File: src/pkg/sat_params.svh
`ifndef SAT_PARAMS_SVH
`define SAT_PARAMS_SVH

// ******************************************************
// special function register addresses
// ******************************************************
`define SAT_ADDR_CLOCK_PICK 8'h8e
`define SAT_ADDR_T3_CTL 8'h91
`define SAT_ADDR_T3_RLL 8'h92
`define SAT_ADDR_T3_RLH 8'h93
`define SAT_ADDR_T3_CNTL 8'h94
`define SAT_ADDR_T3_CNTH 8'h95
`define SAT_ADDR_T2_CTL 8'hc8
`define SAT_ADDR_T2_RLL 8'hca
`define SAT_ADDR_T2_RLH 8'hcb
`define SAT_ADDR_T2_CNTL 8'hcc
`define SAT_ADDR_T2_CNTH 8'hcd

// ******************************************************
// control register fields, same layout for both timers
// ******************************************************
`define SAT_BIT_FLAG_HIGH 7
`define SAT_BIT_FLAG_LOW 6
`define SAT_BIT_LOW_IRQ_EN 5
`define SAT_BIT_CAPTURE_EN 4
`define SAT_BIT_SPLIT 3
`define SAT_BIT_RUN 2
`define SAT_BIT_SRC_HI 1
`define SAT_BIT_SRC_LO 0

// ******************************************************
// clock pick register fields
// ******************************************************
`define SAT_CK_T2_LOW 4
`define SAT_CK_T2_HIGH 5
`define SAT_CK_T3_LOW 6
`define SAT_CK_T3_HIGH 7

// ******************************************************
// reset values and dividers
// ******************************************************
`define SAT_RESET_BYTE 8'h00
`define SAT_RESET_WORD 16'h0000
`define SAT_SYS_DIV 4'hc
`define SAT_OSC_DIV 4'h8

`endif

File: src/pkg/sat_pkg.sv
package sat_pkg;

    typedef enum logic [3:0] {
        SAT_SEL_NONE,
        SAT_SEL_CLOCK_PICK,
        SAT_SEL_T2_CTL,
        SAT_SEL_T2_RLL,
        SAT_SEL_T2_RLH,
        SAT_SEL_T2_CNTL,
        SAT_SEL_T2_CNTH,
        SAT_SEL_T3_CTL,
        SAT_SEL_T3_RLL,
        SAT_SEL_T3_RLH,
        SAT_SEL_T3_CNTL,
        SAT_SEL_T3_CNTH
    } sat_sel_t;

    typedef struct packed {
        logic [15:0] count;
        logic [15:0] reload;
        logic set_high;
        logic set_low;
    } sat_step_t;

    typedef struct packed {
        logic [15:0] timer_two_count;
        logic [15:0] timer_two_reload;
        logic [7:0] timer_two_control;
        logic [15:0] third_count;
        logic [15:0] third_reload;
        logic [7:0] third_control;
        logic [7:0] clock_pick_register;
        logic [7:0] rdata;
    } sat_state_t;

    typedef struct packed {
        logic meta;
        logic sync;
        logic prev;
        logic pulse;
    } sat_sync_state_t;

    typedef struct packed {
        logic [3:0] count;
        logic tick;
    } sat_div_state_t;

endpackage

File: src/verilog/sat_edge_sync.sv
`timescale 1ns/1ps
`default_nettype none

// two-flop synchroniser followed by a rising-edge pulse
module sat_edge_sync (
    input wire logic clock_in,
    input wire logic rst_in,
    input wire logic async_in,
    output logic rise_out
);
    sat_pkg::sat_sync_state_t q, d;

    always_comb begin
        d = q;
        d.meta = async_in;
        d.sync = q.meta;
        d.prev = q.sync;
        // edge is taken from the second stage only, never from meta
        d.pulse = q.sync & ~q.prev;
    end

    always_ff @(posedge clock_in or posedge rst_in) begin
        if (rst_in) begin
            q <= '0;
        end else begin
            q <= d;
        end
    end

    assign rise_out = q.pulse;
endmodule

`default_nettype wire

File: src/verilog/sat_tick_div.sv
`timescale 1ns/1ps
`default_nettype none
`include "sat_params.svh"

// counts input events and emits one registered tick per DIV events
module sat_tick_div #(
    parameter logic [3:0] DIV = `SAT_SYS_DIV
) (
    input wire logic clock_in,
    input wire logic rst_in,
    input wire logic event_in,
    output logic tick_out
);
    sat_pkg::sat_div_state_t q, d;

    always_comb begin
        d = q;
        d.tick = 1'b0;
        if (event_in) begin
            if (q.count == DIV - 4'h1) begin
                d.count = 4'h0;
                d.tick = 1'b1;
            end else begin
                d.count = q.count + 4'h1;
            end
        end
    end

    always_ff @(posedge clock_in or posedge rst_in) begin
        if (rst_in) begin
            q <= '0;
        end else begin
            q <= d;
        end
    end

    assign tick_out = q.tick;
endmodule

`default_nettype wire

File: src/verilog/sat_timer_pair.sv
// Function
// timer two split bit: one picks two 8-bit reload counters, zero one 16-bit
// timer two run bit gates counting; in split mode only the high byte
// timer two source field picks alternate clock and capture trigger per table
// in split mode both bytes share the alternate clock; per-byte picks choose
// foreign sources are synchronised and act as enables on the system clock
// timer two reload low and high bytes are read/write at 0xca and 0xcb
// timer two count bytes at 0xcc and 0xcd form the count or two counters
// timer three is a 16-bit counter of two software-visible bytes
// timer three split bit at control bit 3 clear gives 16-bit auto-reload
// timer three counts system clock, clock/12, oscillator/8 or comparator one
// timer three 16-bit rollover loads reload value and sets high flag bit 7
// timer three enabled interrupt requests on every 16-bit overflow
// with low interrupt enable bit 5 set, low byte wraps also request
// timer three capture measures oscillator or comparator one period
// capture copies count into reload registers and sets high flag
// low flag is set on every low byte wrap in any mode
// hardware never clears flags; software clears them and checks both
// split bytes reload from own reload byte; timer two overflow like timer three
// register writes act next edge and beat a count in the same cycle
`timescale 1ns/1ps
`default_nettype none
`include "sat_params.svh"

module sat_timer_pair (
    input wire logic clock_in,
    input wire logic rst_in,
    input wire logic [7:0] sfr_addr_in,
    input wire logic sfr_wr_in,
    input wire logic sfr_rd_in,
    input wire logic [7:0] sfr_wdata_in,
    output logic [7:0] sfr_rdata_out,
    input wire logic rtc_osc_in,
    input wire logic ext_osc_in,
    input wire logic comp0_in,
    input wire logic comp1_in,
    input wire logic timer_two_irq_enable_in,
    input wire logic third_irq_enable_in,
    output logic timer_two_irq_out,
    output logic third_irq_out
);
    // ******************************************************
    // decode helpers
    // ******************************************************
    function automatic sat_pkg::sat_sel_t addr_sel(input logic [7:0] addr);
        sat_pkg::sat_sel_t s;
        s = sat_pkg::SAT_SEL_NONE;
        unique case (addr)
            `SAT_ADDR_CLOCK_PICK: s = sat_pkg::SAT_SEL_CLOCK_PICK;
            `SAT_ADDR_T2_CTL: s = sat_pkg::SAT_SEL_T2_CTL;
            `SAT_ADDR_T2_RLL: s = sat_pkg::SAT_SEL_T2_RLL;
            `SAT_ADDR_T2_RLH: s = sat_pkg::SAT_SEL_T2_RLH;
            `SAT_ADDR_T2_CNTL: s = sat_pkg::SAT_SEL_T2_CNTL;
            `SAT_ADDR_T2_CNTH: s = sat_pkg::SAT_SEL_T2_CNTH;
            `SAT_ADDR_T3_CTL: s = sat_pkg::SAT_SEL_T3_CTL;
            `SAT_ADDR_T3_RLL: s = sat_pkg::SAT_SEL_T3_RLL;
            `SAT_ADDR_T3_RLH: s = sat_pkg::SAT_SEL_T3_RLH;
            `SAT_ADDR_T3_CNTL: s = sat_pkg::SAT_SEL_T3_CNTL;
            `SAT_ADDR_T3_CNTH: s = sat_pkg::SAT_SEL_T3_CNTH;
            default: s = sat_pkg::SAT_SEL_NONE;
        endcase
        return s;
    endfunction

    // srcs[0..3] are the candidates for select codes 00..11
    function automatic logic pick4(input logic [1:0] sel, input logic [3:0] srcs);
        return srcs[sel];
    endfunction

    // one counting step of either timer; writes are applied afterwards
    function automatic sat_pkg::sat_step_t timer_step(
        input logic [15:0] count,
        input logic [15:0] reload,
        input logic [7:0] ctl,
        input logic tick_lo,
        input logic tick_hi,
        input logic capture
    );
        sat_pkg::sat_step_t s;
        s.count = count;
        s.reload = reload;
        s.set_high = 1'b0;
        s.set_low = 1'b0;
        if (ctl[`SAT_BIT_SPLIT]) begin
            // low byte ignores the run bit in split mode
            if (tick_lo) begin
                if (count[7:0] == 8'hff) begin
                    s.count[7:0] = reload[7:0];
                    s.set_low = 1'b1;
                end else begin
                    s.count[7:0] = count[7:0] + 8'h01;
                end
            end
            if (ctl[`SAT_BIT_RUN] && tick_hi) begin
                if (count[15:8] == 8'hff) begin
                    s.count[15:8] = reload[15:8];
                    s.set_high = 1'b1;
                end else begin
                    s.count[15:8] = count[15:8] + 8'h01;
                end
            end
        end else if (ctl[`SAT_BIT_RUN] && tick_lo) begin
            if (count == 16'hffff) begin
                s.count = reload;
                s.set_high = 1'b1;
                s.set_low = 1'b1;
            end else begin
                s.count = count + 16'h0001;
                s.set_low = (count[7:0] == 8'hff);
            end
        end
        // capture is meant for 16-bit mode but is not blocked in split mode
        if (ctl[`SAT_BIT_CAPTURE_EN] && capture) begin
            s.reload = count;
            s.set_high = 1'b1;
        end
        return s;
    endfunction

    // ******************************************************
    // clock sources
    // ******************************************************
    logic [3:0] pin_async;
    logic [3:0] pin_rise;
    logic sys_div_tick;
    logic rtc_div_tick;
    logic ext_div_tick;

    assign pin_async = {comp1_in, comp0_in, ext_osc_in, rtc_osc_in};

    genvar gi;
    generate
        for (gi = 0; gi < 4; gi++) begin : g_sync
            sat_edge_sync u_sync (
                .clock_in(clock_in),
                .rst_in(rst_in),
                .async_in(pin_async[gi]),
                .rise_out(pin_rise[gi])
            );
        end
    endgenerate

    sat_tick_div #(.DIV(`SAT_SYS_DIV)) u_sys_div (
        .clock_in(clock_in),
        .rst_in(rst_in),
        .event_in(1'b1),
        .tick_out(sys_div_tick)
    );

    sat_tick_div #(.DIV(`SAT_OSC_DIV)) u_rtc_div (
        .clock_in(clock_in),
        .rst_in(rst_in),
        .event_in(pin_rise[0]),
        .tick_out(rtc_div_tick)
    );

    sat_tick_div #(.DIV(`SAT_OSC_DIV)) u_ext_div (
        .clock_in(clock_in),
        .rst_in(rst_in),
        .event_in(pin_rise[1]),
        .tick_out(ext_div_tick)
    );

    // ******************************************************
    // state
    // ******************************************************
    sat_pkg::sat_state_t q, d;
    sat_pkg::sat_sel_t sel;
    sat_pkg::sat_step_t step_two, step_three;
    logic [1:0] src_two, src_three;
    logic alt_two, alt_three, trig_two, trig_three;
    logic tick_two_lo, tick_two_hi, tick_three_lo, tick_three_hi;

    assign sel = addr_sel(sfr_addr_in);
    assign src_two = q.timer_two_control[`SAT_BIT_SRC_HI:`SAT_BIT_SRC_LO];
    assign src_three = q.third_control[`SAT_BIT_SRC_HI:`SAT_BIT_SRC_LO];

    // one alternate clock feeds both bytes of a timer
    assign alt_two = pick4(src_two, {rtc_div_tick, sys_div_tick, pin_rise[2], sys_div_tick});
    assign trig_two = src_two[1] ? pin_rise[2] : rtc_div_tick;
    assign alt_three = pick4(src_three, {pin_rise[3], sys_div_tick, ext_div_tick, sys_div_tick});
    assign trig_three = src_three[1] ? ext_div_tick : pin_rise[3];

    // a set pick bit counts every system clock
    assign tick_two_lo = q.clock_pick_register[`SAT_CK_T2_LOW] | alt_two;
    assign tick_two_hi = q.clock_pick_register[`SAT_CK_T2_HIGH] | alt_two;
    assign tick_three_lo = q.clock_pick_register[`SAT_CK_T3_LOW] | alt_three;
    assign tick_three_hi = q.clock_pick_register[`SAT_CK_T3_HIGH] | alt_three;

    assign step_two = timer_step(q.timer_two_count, q.timer_two_reload, q.timer_two_control,
                                 tick_two_lo, tick_two_hi, trig_two);
    assign step_three = timer_step(q.third_count, q.third_reload, q.third_control,
                                   tick_three_lo, tick_three_hi, trig_three);

    always_comb begin
        d = q;
        d.timer_two_count = step_two.count;
        d.timer_two_reload = step_two.reload;
        d.third_count = step_three.count;
        d.third_reload = step_three.reload;
        if (sfr_wr_in) begin
            unique case (sel)
                sat_pkg::SAT_SEL_CLOCK_PICK: d.clock_pick_register = sfr_wdata_in;
                sat_pkg::SAT_SEL_T2_CTL: d.timer_two_control = sfr_wdata_in;
                sat_pkg::SAT_SEL_T2_RLL: d.timer_two_reload[7:0] = sfr_wdata_in;
                sat_pkg::SAT_SEL_T2_RLH: d.timer_two_reload[15:8] = sfr_wdata_in;
                sat_pkg::SAT_SEL_T2_CNTL: d.timer_two_count[7:0] = sfr_wdata_in;
                sat_pkg::SAT_SEL_T2_CNTH: d.timer_two_count[15:8] = sfr_wdata_in;
                sat_pkg::SAT_SEL_T3_CTL: d.third_control = sfr_wdata_in;
                sat_pkg::SAT_SEL_T3_RLL: d.third_reload[7:0] = sfr_wdata_in;
                sat_pkg::SAT_SEL_T3_RLH: d.third_reload[15:8] = sfr_wdata_in;
                sat_pkg::SAT_SEL_T3_CNTL: d.third_count[7:0] = sfr_wdata_in;
                sat_pkg::SAT_SEL_T3_CNTH: d.third_count[15:8] = sfr_wdata_in;
                sat_pkg::SAT_SEL_NONE: d.rdata = q.rdata;
            endcase
        end
        // hardware only sets flags; a set in the clearing cycle wins
        d.timer_two_control[`SAT_BIT_FLAG_HIGH] = d.timer_two_control[`SAT_BIT_FLAG_HIGH] | step_two.set_high;
        d.timer_two_control[`SAT_BIT_FLAG_LOW] = d.timer_two_control[`SAT_BIT_FLAG_LOW] | step_two.set_low;
        d.third_control[`SAT_BIT_FLAG_HIGH] = d.third_control[`SAT_BIT_FLAG_HIGH] | step_three.set_high;
        d.third_control[`SAT_BIT_FLAG_LOW] = d.third_control[`SAT_BIT_FLAG_LOW] | step_three.set_low;
        if (sfr_rd_in) begin
            unique case (sel)
                sat_pkg::SAT_SEL_CLOCK_PICK: d.rdata = q.clock_pick_register;
                sat_pkg::SAT_SEL_T2_CTL: d.rdata = q.timer_two_control;
                sat_pkg::SAT_SEL_T2_RLL: d.rdata = q.timer_two_reload[7:0];
                sat_pkg::SAT_SEL_T2_RLH: d.rdata = q.timer_two_reload[15:8];
                sat_pkg::SAT_SEL_T2_CNTL: d.rdata = q.timer_two_count[7:0];
                sat_pkg::SAT_SEL_T2_CNTH: d.rdata = q.timer_two_count[15:8];
                sat_pkg::SAT_SEL_T3_CTL: d.rdata = q.third_control;
                sat_pkg::SAT_SEL_T3_RLL: d.rdata = q.third_reload[7:0];
                sat_pkg::SAT_SEL_T3_RLH: d.rdata = q.third_reload[15:8];
                sat_pkg::SAT_SEL_T3_CNTL: d.rdata = q.third_count[7:0];
                sat_pkg::SAT_SEL_T3_CNTH: d.rdata = q.third_count[15:8];
                sat_pkg::SAT_SEL_NONE: d.rdata = `SAT_RESET_BYTE;
            endcase
        end
    end

    always_ff @(posedge clock_in or posedge rst_in) begin
        if (rst_in) begin
            q <= '0;
        end else begin
            q <= d;
        end
    end

    // ******************************************************
    // outputs
    // ******************************************************
    assign sfr_rdata_out = q.rdata;
    assign timer_two_irq_out = timer_two_irq_enable_in & (q.timer_two_control[`SAT_BIT_FLAG_HIGH] |
        (q.timer_two_control[`SAT_BIT_FLAG_LOW] & q.timer_two_control[`SAT_BIT_LOW_IRQ_EN]));
    assign third_irq_out = third_irq_enable_in & (q.third_control[`SAT_BIT_FLAG_HIGH] |
        (q.third_control[`SAT_BIT_FLAG_LOW] & q.third_control[`SAT_BIT_LOW_IRQ_EN]));

    logic split_two, run_two, split_three, run_three;
    assign split_two = q.timer_two_control[`SAT_BIT_SPLIT];
    assign run_two = q.timer_two_control[`SAT_BIT_RUN];
    assign split_three = q.third_control[`SAT_BIT_SPLIT];
    assign run_three = q.third_control[`SAT_BIT_RUN];
endmodule

`default_nettype wire

File: config.mk
export PLATFORM = sky130hd
export DESIGN_NAME = sat_timer_pair
export DESIGN_NICKNAME = d
export VERILOG_FILES = /design/src/pkg/sat_pkg.sv /design/src/verilog/sat_edge_sync.sv /design/src/verilog/sat_tick_div.sv /design/src/verilog/sat_timer_pair.sv
export VERILOG_INCLUDE_DIRS = /design/src /design/src/pkg
export SDC_FILE = /design/constraint.sdc
export NUM_CORES = 1
export LEC_CHECK = 0
export BUFFER_PORTS_ARGS = -buffer_cell sky130_fd_sc_hd__buf_2
export CAP_MARGIN = 40
export CORE_MARGIN = 10
export CORE_UTILIZATION = 55
export CTS_CLUSTER_DIAMETER = 100
export DETAILED_ROUTE_END_ITERATION = 8
export PLACE_DENSITY = 0.72
export SYNTH_ARGS = -nofsm -noshare
export SYNTH_HDL_FRONTEND = slang
export SYNTH_SLANG_ARGS = --single-unit
export TNS_END_PERCENT = 10
File: constraint.sdc
create_clock -name clock_in -period 5.2 [get_ports clock_in]
set_input_delay 0.52 -clock clock_in [delete_from_list [all_inputs] [get_ports clock_in]]
set_output_delay 0.52 -clock clock_in [all_outputs]
set_load 0.01 [all_outputs]
==> results of run 1 <==
logic make-up (layout without fill, tap and decap cells):
logic type / Yosys count / in the layout / share of synthesized area, %
and+or+nand+nor: 333 / 333 / 20.7
DFF: 127 / 127 / 39.0
AOI/OAI and AO/OA: 274 / 274 / 21.8
adders and majority gates: 7 / 7 / 1.08
xor gates and xnor gates: 4 / 4 / 0.430
buffers and inverters: 96 / 94 / 5.44
muxes: 90 / 90 / 11.6
path summary, 6_finish.rpt:
check	slack, ns	depth (start not counted)	endpoint
max reg2reg	2.20	7	q[43]$_DFF_PP0_
min reg2reg	0.35	0	g_sync[0].u_sync.d[1]$_DFF_PP0_
max	2.20	7	q[43]$_DFF_PP0_
max in group asynchronous	3.63	3	q[9]$_DFFE_PP0P_
min	0.20	1	g_sync[3].u_sync.d[2]$_DFF_PP0_
min in group asynchronous	0.24	2	u_ext_div.q[1]$_DFFE_PP0P_
cell type report:
class | count | area [um2] | share of cell area, %
flip-flops and latches | 127 | 3180 | 35.5
multi-input cells | 708 | 4530 | 50.6
inverters | 14 | 55.1 | 0.615
well taps | 184 | 230 | 2.57
clock inverters | 12 | 205 | 2.29
repair buffers | 48 | 298 | 3.33
clock buffers | 20 | 457 | 5.10
synthesized netlist by cell type, drive strengths merged (3+ instances only):
cell type | number | area (um2)
mux2 | 33 | 372
nor3 | 24 | 120
nor4 | 9 | 92.6
mux2i | 57 | 571
a211oi | 26 | 200
and4 | 7 | 61.3
inv | 13 | 48.8
o21a | 3 | 22.5
a22o | 3 | 26.3
xnor2 | 3 | 26.3
nor2 | 72 | 270
or4 | 3 | 26.3
a22oi | 5 | 42.5
a311oi | 3 | 26.3
a221o | 3 | 30.0
o22ai | 11 | 68.8
nand2b | 7 | 43.8
a211o | 7 | 61.3
a221oi | 3 | 26.3
buf | 31 | 195
and3 | 13 | 81.3
o21ai | 54 | 270
and2 | 5 | 31.3
a31oi | 23 | 150
a41oi | 3 | 26.3
dfrtp | 127 | 3180
o211ai | 7 | 52.6
o31ai | 7 | 52.6
a21oi | 80 | 404
ha | 7 | 87.6
nand2 | 91 | 342
clkbuf | 51 | 195
a21o | 9 | 67.6
nand3 | 56 | 285
nand4 | 17 | 106
nor2b | 13 | 81.3
worst max-delay path: stages, from the launching register on:
cell	delay, ns
dfrtp_1	0.59
ha_1	0.38
nand3_1	0.26
nor4_4	0.83
o21ai_0	0.21
a221oi_1	0.32
o21ai_0	0.15
o21a_1	0.15
through the flow:
step / hold slack, ns / total power [W] / std cells
floorplan: 0.331 / 0.00192 / 931
global placement: 0.334 / 0.00211 / 1078
detailed placement: 0.337 / 0.00212 / 1081
CTS: 0.186 / 0.00348 / 1113
global route: 0.186 / 0.00365 / 1113
finish: 0.200 / 0.00349 / 1113
power by group through the flow:
stage               clock network (W)  registers [W]  logic, W
floorplan                           0        0.00127  0.000655
global placement                    0        0.00146  0.000647
detailed placement                  0        0.00146  0.000660
CTS                           0.00136        0.00145  0.000667
global route                  0.00140        0.00149  0.000755
finish                        0.00135        0.00147  0.000672
layer usage:
metal | vias up | GRT usage, % | wire length [um]
met1 | 3633 | 35.5 | 11100
met4 | 0 | 9.95 | 759
met5 | - | 0 | 0
li1 | 3429 | - | -
met3 | 63 | 5.61 | 2150
met2 | 397 | 33.9 | 10500
flip-flops by register name (all words and copies together) (netlist names), 4 cells and up:
name	cells
g_sync.u_sync.d	8
g_sync.u_sync.q	4
g_sync.u_sync.rise_out	4
q	88
sfr_rdata_out	8
u_ext_div.q	4
u_rtc_div.q	4
u_sys_div.q	4
==> impl_metrics.csv, run 1 <==
group,metric,value,unit
hold_path,holdCritPathClass,"in2reg",
global_route,antenna_found_initial,0,
power,switching_share,33.0,%
timing,fin_ws,2.20,ns
synth,syn_area,0.00815,mm2
clock_tree,clockRootBuffer,"clkbuf_16",
global_route,grt_pass1_wl,38900,um
synth,synth_ff_type,"dfrtp_1",
power,p_sw,0.00115,W
timing,min_period,3.00,ns
timing,fmax,0.333,GHz
clock_tree,cts_resized,0,
detailed_routing,drc,0,
outcome,status,"finished clean",
clock_tree,clockBufferDepth,2,
clock_tree,path_clk_slew,0.06,ns
clock_tree,cts_tree,"yes",
power,p_per_area,390,mW/mm2
placement,placed_cell_area,0.00829,mm2
cells_and_area,n_antenna_cell,0,
die,io_pins,36,
cells_and_area,nets,949,
detailed_routing,wl,24500,um
cells_and_area,nFillCells,1255,
synth,synthArstFlopShare,100,%
power,ir_drop,0.310,mV
detailed_routing,first_pass_iters,7,
critical_path,startpoint,"q[40]$_DFF_PP0_",
critical_path,crit_type,"reg2reg",
placement,pre_cts_ws,2.12,ns
die,chipWidth,142,um
placement,io_buffers,35,
cells_and_area,fin_util,61.6,%
global_route,grt_pass1_vias,6778,
cells_and_area,final_cell_mix,"dfrtp_1, nand2_1, a21oi_1",
die,die_area,0.0201,mm2
die,core_area,0.0145,mm2
clock_tree,cts_buffers,17,
power,seq_power_share,42.1,%
detailed_routing,avgRoutedWirePerCell,22.0,um
clock_tree,postCtsSetupBuffers,0,
synth,yosysSeqAreaShare,39.0,%
cells_and_area,fin_area,0.00895,mm2
timing,tightest_slew,0.906,ns
power,p_int,0.00234,W
cells_and_area,drive_above_1_share,13.7,%
hold_path,hp-start,"comp1_in",
critical_path,start_kind,"flip-flop",
power,leakage,3.74,nW
critical_path,reg2reg_from,"q[40]$_DFF_PP0_",
detailed_routing,final_antenna_net_count,0,
critical_path,cp.arrival,3.31,ns
power,combPwrFrac,19.3,%
clock_tree,cts.sinks,127,
cells_and_area,mostFrequentLayoutCell,"dfrtp_1",
synth,synth_warnings,0,
timing,post-route-period-util,57.7,%
synth,synthDistinctLibCells,82,
placement,gp_congestion,0.974,
critical_path,cp_max_fo,15,
power,pwr-share-clk,38.6,%
synth,syn_area_per_cell,8.75,um2
detailed_routing,vias,7522,
synth,syn_nets,964,
timing,rsz0062_at_grt,"no",
synth,ys_seq_elements,127,
synth,synth-edff-count,0,
global_route,grt_usage,24.4,%
die,initial_core_util,56.1,%
critical_path,crit_path_end_kind,"flip-flop",
die,fp-row-count,44,
global_route,grt-ovfl-total,0,
run,cap_violations,0,
synth,netlist_instances,931,
timing,slew_viol_final,0,
timing,setup_violations,0,
detailed_routing,viasPerCell,6.76,
cells_and_area,areaGrowthSynthToFinish,9.84,%
clock_tree,clk_latency,0.43,ns
die,die_height,142,um
critical_path,cp.required,5.52,ns
timing,hold_viol_final,0,
timing,tns,0,ns
detailed_routing,drt-initial-drc-count,1174,
placement,dp_hpwl,16900,um
global_route,grt_max_degree,67,
timing,clock_skew,0.00921,ns
timing,maxSlewHeadroom,39.1,%
clock_tree,htreeDepth,4,
clock_tree,hold_buffers,0,
(Power assumes the default switching activity.)
==> run 2: changes to the inputs <==
PLACE_DENSITY = 0.75   (was 0.72)
clock period = 2.6 ns   (was 5.2 ns; I/O delays follow)
==> run 2 against run 1 <==
Effect of this change:
- worst setup slack got worse by 1.9 ns
- final cell count rose by 4.3%
- design area rose by 3.3%
- largest power group unchanged
- critical path depth did not move
- sequential power rose by 88%
- critical endpoint is now q[45]$_DFF_PP0_
- power rose by 98%
- critical path type unchanged
==> impl_metrics.csv, run 2 (synthesized netlist as in run 1, its figures left out) <==
group,metric,value,unit
outcome,status,"finished clean",
timing,min_period,2.29,ns
detailed_routing,final_antenna_net_count,0,
cells_and_area,nFillCells,1290,
timing,clock_skew,0.00885,ns
cells_and_area,nets,997,
cells_and_area,n_antenna_cell,0,
cells_and_area,largest_reg_flops,88,
clock_tree,clockRootBuffer,"clkbuf_16",
global_route,grt-ovfl-total,0,
die,die_height,142,um
die,core_area,0.0145,mm2
timing,slew_viol_final,0,
cells_and_area,final_cell_mix,"dfrtp_1, nand2_1, a21oi_1",
power,pwr-share-clk,34.3,%
die,fp-row-count,44,
detailed_routing,vias,7814,
global_route,grt_pass1_vias,7377,
critical_path,startpoint,"q[52]$_DFF_PP0_",
timing,hold_slack,0.0491,ns
power,p_int,0.00448,W
hold_path,holdCritPathClass,"in2async",
critical_path,start_kind,"flip-flop",
critical_path,r2r-end,"q[45]$_DFF_PP0_",
power,switching_share,35.1,%
cells_and_area,mostFrequentLayoutCell,"dfrtp_1",
global_route,grt_max_degree,128,
die,initial_core_util,56.1,%
critical_path,reg2reg_depth,7,
detailed_routing,viasPerCell,6.73,
critical_path,crit_end,"q[45]$_DFF_PP0_",
critical_path,r2r_setup_slack,0.31,ns
placement,gp_congestion,0.958,
timing,setup_violations,0,
detailed_routing,drc,0,
die,io_pins,36,
critical_path,cp.required,2.87,ns
clock_tree,postCtsSetupBuffers,0,
cells_and_area,drive_above_1_share,17.5,%
detailed_routing,wl,25700,um
timing,fmax,0.436,GHz
critical_path,cp_max_fo,8,
power,seq_power_share,40.2,%
timing,tns,0,ns
power,p_per_area,746,mW/mm2
power,finalPower,0.00690,W
critical_path,crit_path_end_kind,"flip-flop",
clock_tree,htreeDepth,4,
global_route,antenna_found_initial,0,
timing,hold_viol_final,0,
global_route,grt_usage,25.8,%
cells_and_area,areaGrowthSynthToFinish,13.5,%
timing,post-route-period-util,88.1,%
critical_path,cp.arrival,2.56,ns
timing,tightest_slew,0.693,ns
power,leakage,3.92,nW
placement,dp_hpwl,17500,um
timing,maxSlewHeadroom,53.8,%
die,chipWidth,142,um
power,ir_drop,0.493,mV
power,combPwrFrac,25.5,%
placement,io_buffers,35,
detailed_routing,drt-initial-drc-count,1170,
clock_tree,clk_latency,0.43,ns
cells_and_area,regMostFlops,"q",
clock_tree,path_clk_slew,0.06,ns
detailed_routing,avgRoutedWirePerCell,22.2,um
critical_path,reg2reg_from,"q[52]$_DFF_PP0_",
clock_tree,clockBufferDepth,2,
power,p_sw,0.00242,W
global_route,grt_pass1_wl,41200,um
clock_tree,cts_buffers,17,
critical_path,crit_type,"reg2reg",
timing,rsz0062_at_grt,"no",
detailed_routing,first_pass_iters,5,
clock_tree,cts_tree,"yes",
run,cap_violations,0,
clock_tree,cts.sinks,127,
die,die_area,0.0201,mm2
-- run 2: cell types whose count changed in the layout (fill, tap and decap cells not counted), sizes merged, moves of 2 or more --
cell,delta
buf,+44
dlygate4sd3,+4
bufinv,-4
clkinvlp,+4
clkbuf,+2
-- run 2: power groups by stage --
stage / logic, W / clock network [W] / registers [W]
2_1_floorplan: 0.00131 / 0 / 0.00254
3_3_place_gp: 0.00166 / 0 / 0.00276
3_5_place_dp: 0.00170 / 0 / 0.00277
4_1_cts: 0.00172 / 0.00239 / 0.00275
5_1_grt: 0.00193 / 0.00249 / 0.00280
6_report: 0.00176 / 0.00237 / 0.00277
-- run 2: final cells by class --
type / instances / area (um2) / share of cell area, %
Sequential cell: 127 / 3180 / 34.4
Clock inverter: 10 / 103 / 1.11
Timing Repair Buffer: 96 / 668 / 7.23
Multi-Input combinational cell: 708 / 4530 / 49.0
Inverter: 14 / 56.3 / 0.609
Tap cell: 184 / 230 / 2.49
Clock buffer: 22 / 484 / 5.24
-- run 2: stage by stage --
step	instance area (um2)	std cells	worst slack [ns]	util, %
6_report	9250	1161	0.308	63.6
5_1_grt	9250	1161	0.166	63.6
4_1_cts	9250	1161	0.372	63.6
3_5_place_dp	8620	1125	0.209	59.3
3_3_place_gp	8620	1125	0.247	59.3
2_1_floorplan	8150	931	0.515	-
-- run 2: worst max-delay path, cell delays in order (launching register included) --
cell	delay, ns
dfrtp_1	0.50
nand4_1	0.26
nor4_4	0.48
buf_4	0.23
o21ai_0	0.09
a221o_1	0.35
nand3_1	0.09
o21ai_0	0.13
-- run 2: timing repair --
action | in CTS | in global routing
hold endpoints to repair | 4 | 0
hold buffers | 4 | 0
gates resized for setup | 0 | 0
-- run 2: worst min-delay path by stage --
stage | from | endpoint | slack (ns)
2_1_floorplan | rtc_osc_in | g_sync[0].u_sync.d[2]$_DFF_PP0_ | 0.29
3_3_place_gp | g_sync[2].u_sync.d[2]$_DFF_PP0_ | g_sync[2].u_sync.d[1]$_DFF_PP0_ | 0.33
3_5_place_dp | g_sync[2].u_sync.d[2]$_DFF_PP0_ | g_sync[2].u_sync.d[1]$_DFF_PP0_ | 0.34
4_1_cts | rst_in | g_sync[1].u_sync.d[2]$_DFF_PP0_ | 0.08
5_1_grt | rst_in | g_sync[1].u_sync.d[2]$_DFF_PP0_ | 0.10
6_report | rst_in | g_sync[2].u_sync.d[1]$_DFF_PP0_ | 0.05
-- run 2: per-layer routing --
metal	wire length [um]	part of all wire, %	GRT usage, %	vias to the layer above
met5	0	0	0	-
met4	828	3.2	10.2	0
met3	3120	12	8.61	73
met2	11200	44	37.3	523
met1	10600	41	34.6	3698
li1	-	-	-	3520
==> run 3: changes to the inputs <==
RECOVER_POWER = 25   (was unset)
==> run 3 against run 2 <==
Effect of this change:
- the flow now finishes with violations (capacitance limit, slew limit)
- count of clock-buffer cells in the layout stayed put
- register-to-register slack hardly changed
- final cell count stayed put
- clock skew hardly changed
- global-route usage stayed put
- sequential cell count stayed put
- maximum frequency is 0.39% higher
- worst setup slack better by 0.0089 ns
- power hardly changed
- via count is 0.26% higher
- largest power group unchanged
- die area stayed put
==> impl_metrics.csv, run 3 (synthesized netlist as in run 1, its figures left out) <==
group,metric,value,unit
global_route,grt_pass1_vias,7377,
detailed_routing,drc,0,
placement,io_buffers,35,
timing,slew_viol_final,128,
power,combPwrFrac,25.3,%
detailed_routing,drt-initial-drc-count,1128,
outcome,status,"finished, violations left",
cells_and_area,mostFrequentLayoutCell,"dfrtp_1",
power,switching_share,35.1,%
critical_path,cp.arrival,2.60,ns
critical_path,cp_cell_sequence,"nor2b_1, a211o_1, nand2_1, a211oi_1, a21oi_1, a221o_1",
placement,pre_cts_ws,0.209,ns
timing,min_period,2.28,ns
power,ir_drop,0.496,mV
global_route,grt-ovfl-total,0,
timing,hold_viol_final,0,
power,finalPower,0.00689,W
critical_path,start_kind,"flip-flop",
clock_tree,cts_buffers,17,
placement,dp_hpwl,17500,um
timing,tightest_slew,1.76,ns
placement,dp.cells,1125,
die,initial_core_util,56.1,%
global_route,grt_max_degree,128,
power,p_per_area,747,mW/mm2
clock_tree,hold_buffers,4,
global_route,grt_usage,25.8,%
clock_tree,postCtsSetupBuffers,0,
critical_path,reg2reg_depth,6,
power,pwr-share-clk,34.4,%
timing,rsz0062_at_grt,"no",
clock_tree,cts_resized,0,
critical_path,critical_path.top_delay_family,"compound AO/OA/AOI/OAI gates",
power,seq_power_share,40.2,%
die,die_height,142,um
cells_and_area,largest_reg_flops,88,
critical_path,cp_num_buf_inv,0,
critical_path,cp.required,2.92,ns
cells_and_area,final_cell_mix,"dfrtp_1, nand2_1, a21oi_1",
detailed_routing,wl,25700,um
timing,setup_violations,0,
cells_and_area,n_antenna_cell,0,
critical_path,cp_max_fo,12,
critical_path,slowest_stage,"dfrtp_1",
hold_path,holdPathStages,3,
power,leakage,3.92,nW
die,chipWidth,142,um
critical_path,slowest_delay,0.51,ns
critical_path,crit_path_end_kind,"flip-flop",
global_route,antenna_found_initial,0,
placement,gp_congestion,0.958,
timing,clock_skew,0.00926,ns
die,die_area,0.0201,mm2
cells_and_area,drive_above_1_share,17.5,%
clock_tree,cts_tree,"yes",
detailed_routing,final_antenna_net_count,0,
clock_tree,clockRootBuffer,"clkbuf_16",
hold_path,holdCritPathClass,"in2reg",
run,cap_violations,1,
die,fp-row-count,44,
clock_tree,cts.sinks,127,
detailed_routing,vias,7834,
timing,fmax,0.438,GHz
cells_and_area,instances_no_fill,1161,
cells_and_area,nFillCells,1293,
outcome,violations,"capacitance limit, slew limit",
clock_tree,htreeDepth,4,
global_route,grt_pass1_wl,41200,um
die,io_pins,36,
detailed_routing,first_pass_iters,5,
clock_tree,clk_latency,0.43,ns
critical_path,path_depth,6,
critical_path,crit_type,"reg2reg",
power,p_int,0.00448,W
cells_and_area,areaGrowthSynthToFinish,13.3,%
cells_and_area,nets,997,
clock_tree,clockBufferDepth,2,
die,core_area,0.0145,mm2
detailed_routing,viasPerCell,6.75,
cells_and_area,regMostFlops,"q",
timing,tns,0,ns
detailed_routing,avgRoutedWirePerCell,22.1,um
timing,post-route-period-util,87.8,%
clock_tree,path_clk_slew,0.06,ns
timing,maxSlewHeadroom,-17.3,%
timing,fin_ws,0.317,ns
power,p_sw,0.00242,W
[run 3: metrics by stage]
| step | cell area [um2] | hold WS (ns) | utilization, % |
|---|---|---|---|
| after detailed placement | 8620 | 0.336 | 59.3 |
| after global routing | 9230 | 0.249 | 63.5 |
| final | 9230 | 0.217 | 63.5 |
| after global placement | 8620 | 0.332 | 59.3 |
| after CTS | 9250 | 0.0823 | 63.6 |
| after floorplan | 8150 | 0.291 | - |
[run 3: layout make-up]
class / count / area, um2 / share of cell area, %
clock buffer: 22 / 484 / 5.25
clock inverter: 10 / 103 / 1.11
inverter: 14 / 53.8 / 0.583
multi-input combinational: 708 / 4530 / 49.0
sequential: 127 / 3180 / 34.4
tap: 184 / 230 / 2.49
timing repair buffer: 96 / 656 / 7.10
[run 3: per-layer routing]
layer | wire length, um | part of all wire [%] | up-vias | GRT usage [%]
met3 | 3120 | 12 | 77 | 8.61
met5 | 0 | 0 | - | 0
met1 | 10500 | 41 | 3727 | 34.6
met2 | 11200 | 44 | 506 | 37.3
li1 | - | - | 3524 | -
met4 | 866 | 3.4 | 0 | 10.2
[run 3: worst reg2reg max path: stages (launching register included)]
cell and delay, ns:
dfrtp_1 0.51, nor2b_1 0.27, a211o_1 0.38, nand2_1 0.31
a211oi_1 0.29, a21oi_1 0.10, a221o_1 0.32
[run 3: power by group through the flow]
stage,Combinational (W),Clock (W),Sequential [W]
2_1_floorplan,0.00131,0,0.00254
3_3_place_gp,0.00166,0,0.00276
3_5_place_dp,0.00170,0,0.00277
4_1_cts,0.00172,0.00239,0.00275
5_1_grt,0.00192,0.00249,0.00280
6_report,0.00175,0.00237,0.00277
[run 3: path summary, 6_finish.rpt]
path	slack, ns	endpoint	from
min in group asynchronous	0.51	g_sync[1].u_sync.d[2]$_DFF_PP0_	rst_in
setup reg to reg	0.32	q[84]$_DFF_PP0_	u_sys_div.tick_out$_DFF_PP0_
hold / removal	0.22	q[13]$_DFFE_PP0P_	sfr_wdata_in[5]
max in group asynchronous	1.03	sfr_rdata_out[1]$_DFFE_PP0P_	rst_in
hold reg to reg	0.35	g_sync[2].u_sync.d[1]$_DFF_PP0_	g_sync[2].u_sync.d[2]$_DFF_PP0_
setup / recovery	0.32	q[84]$_DFF_PP0_	u_sys_div.tick_out$_DFF_PP0_
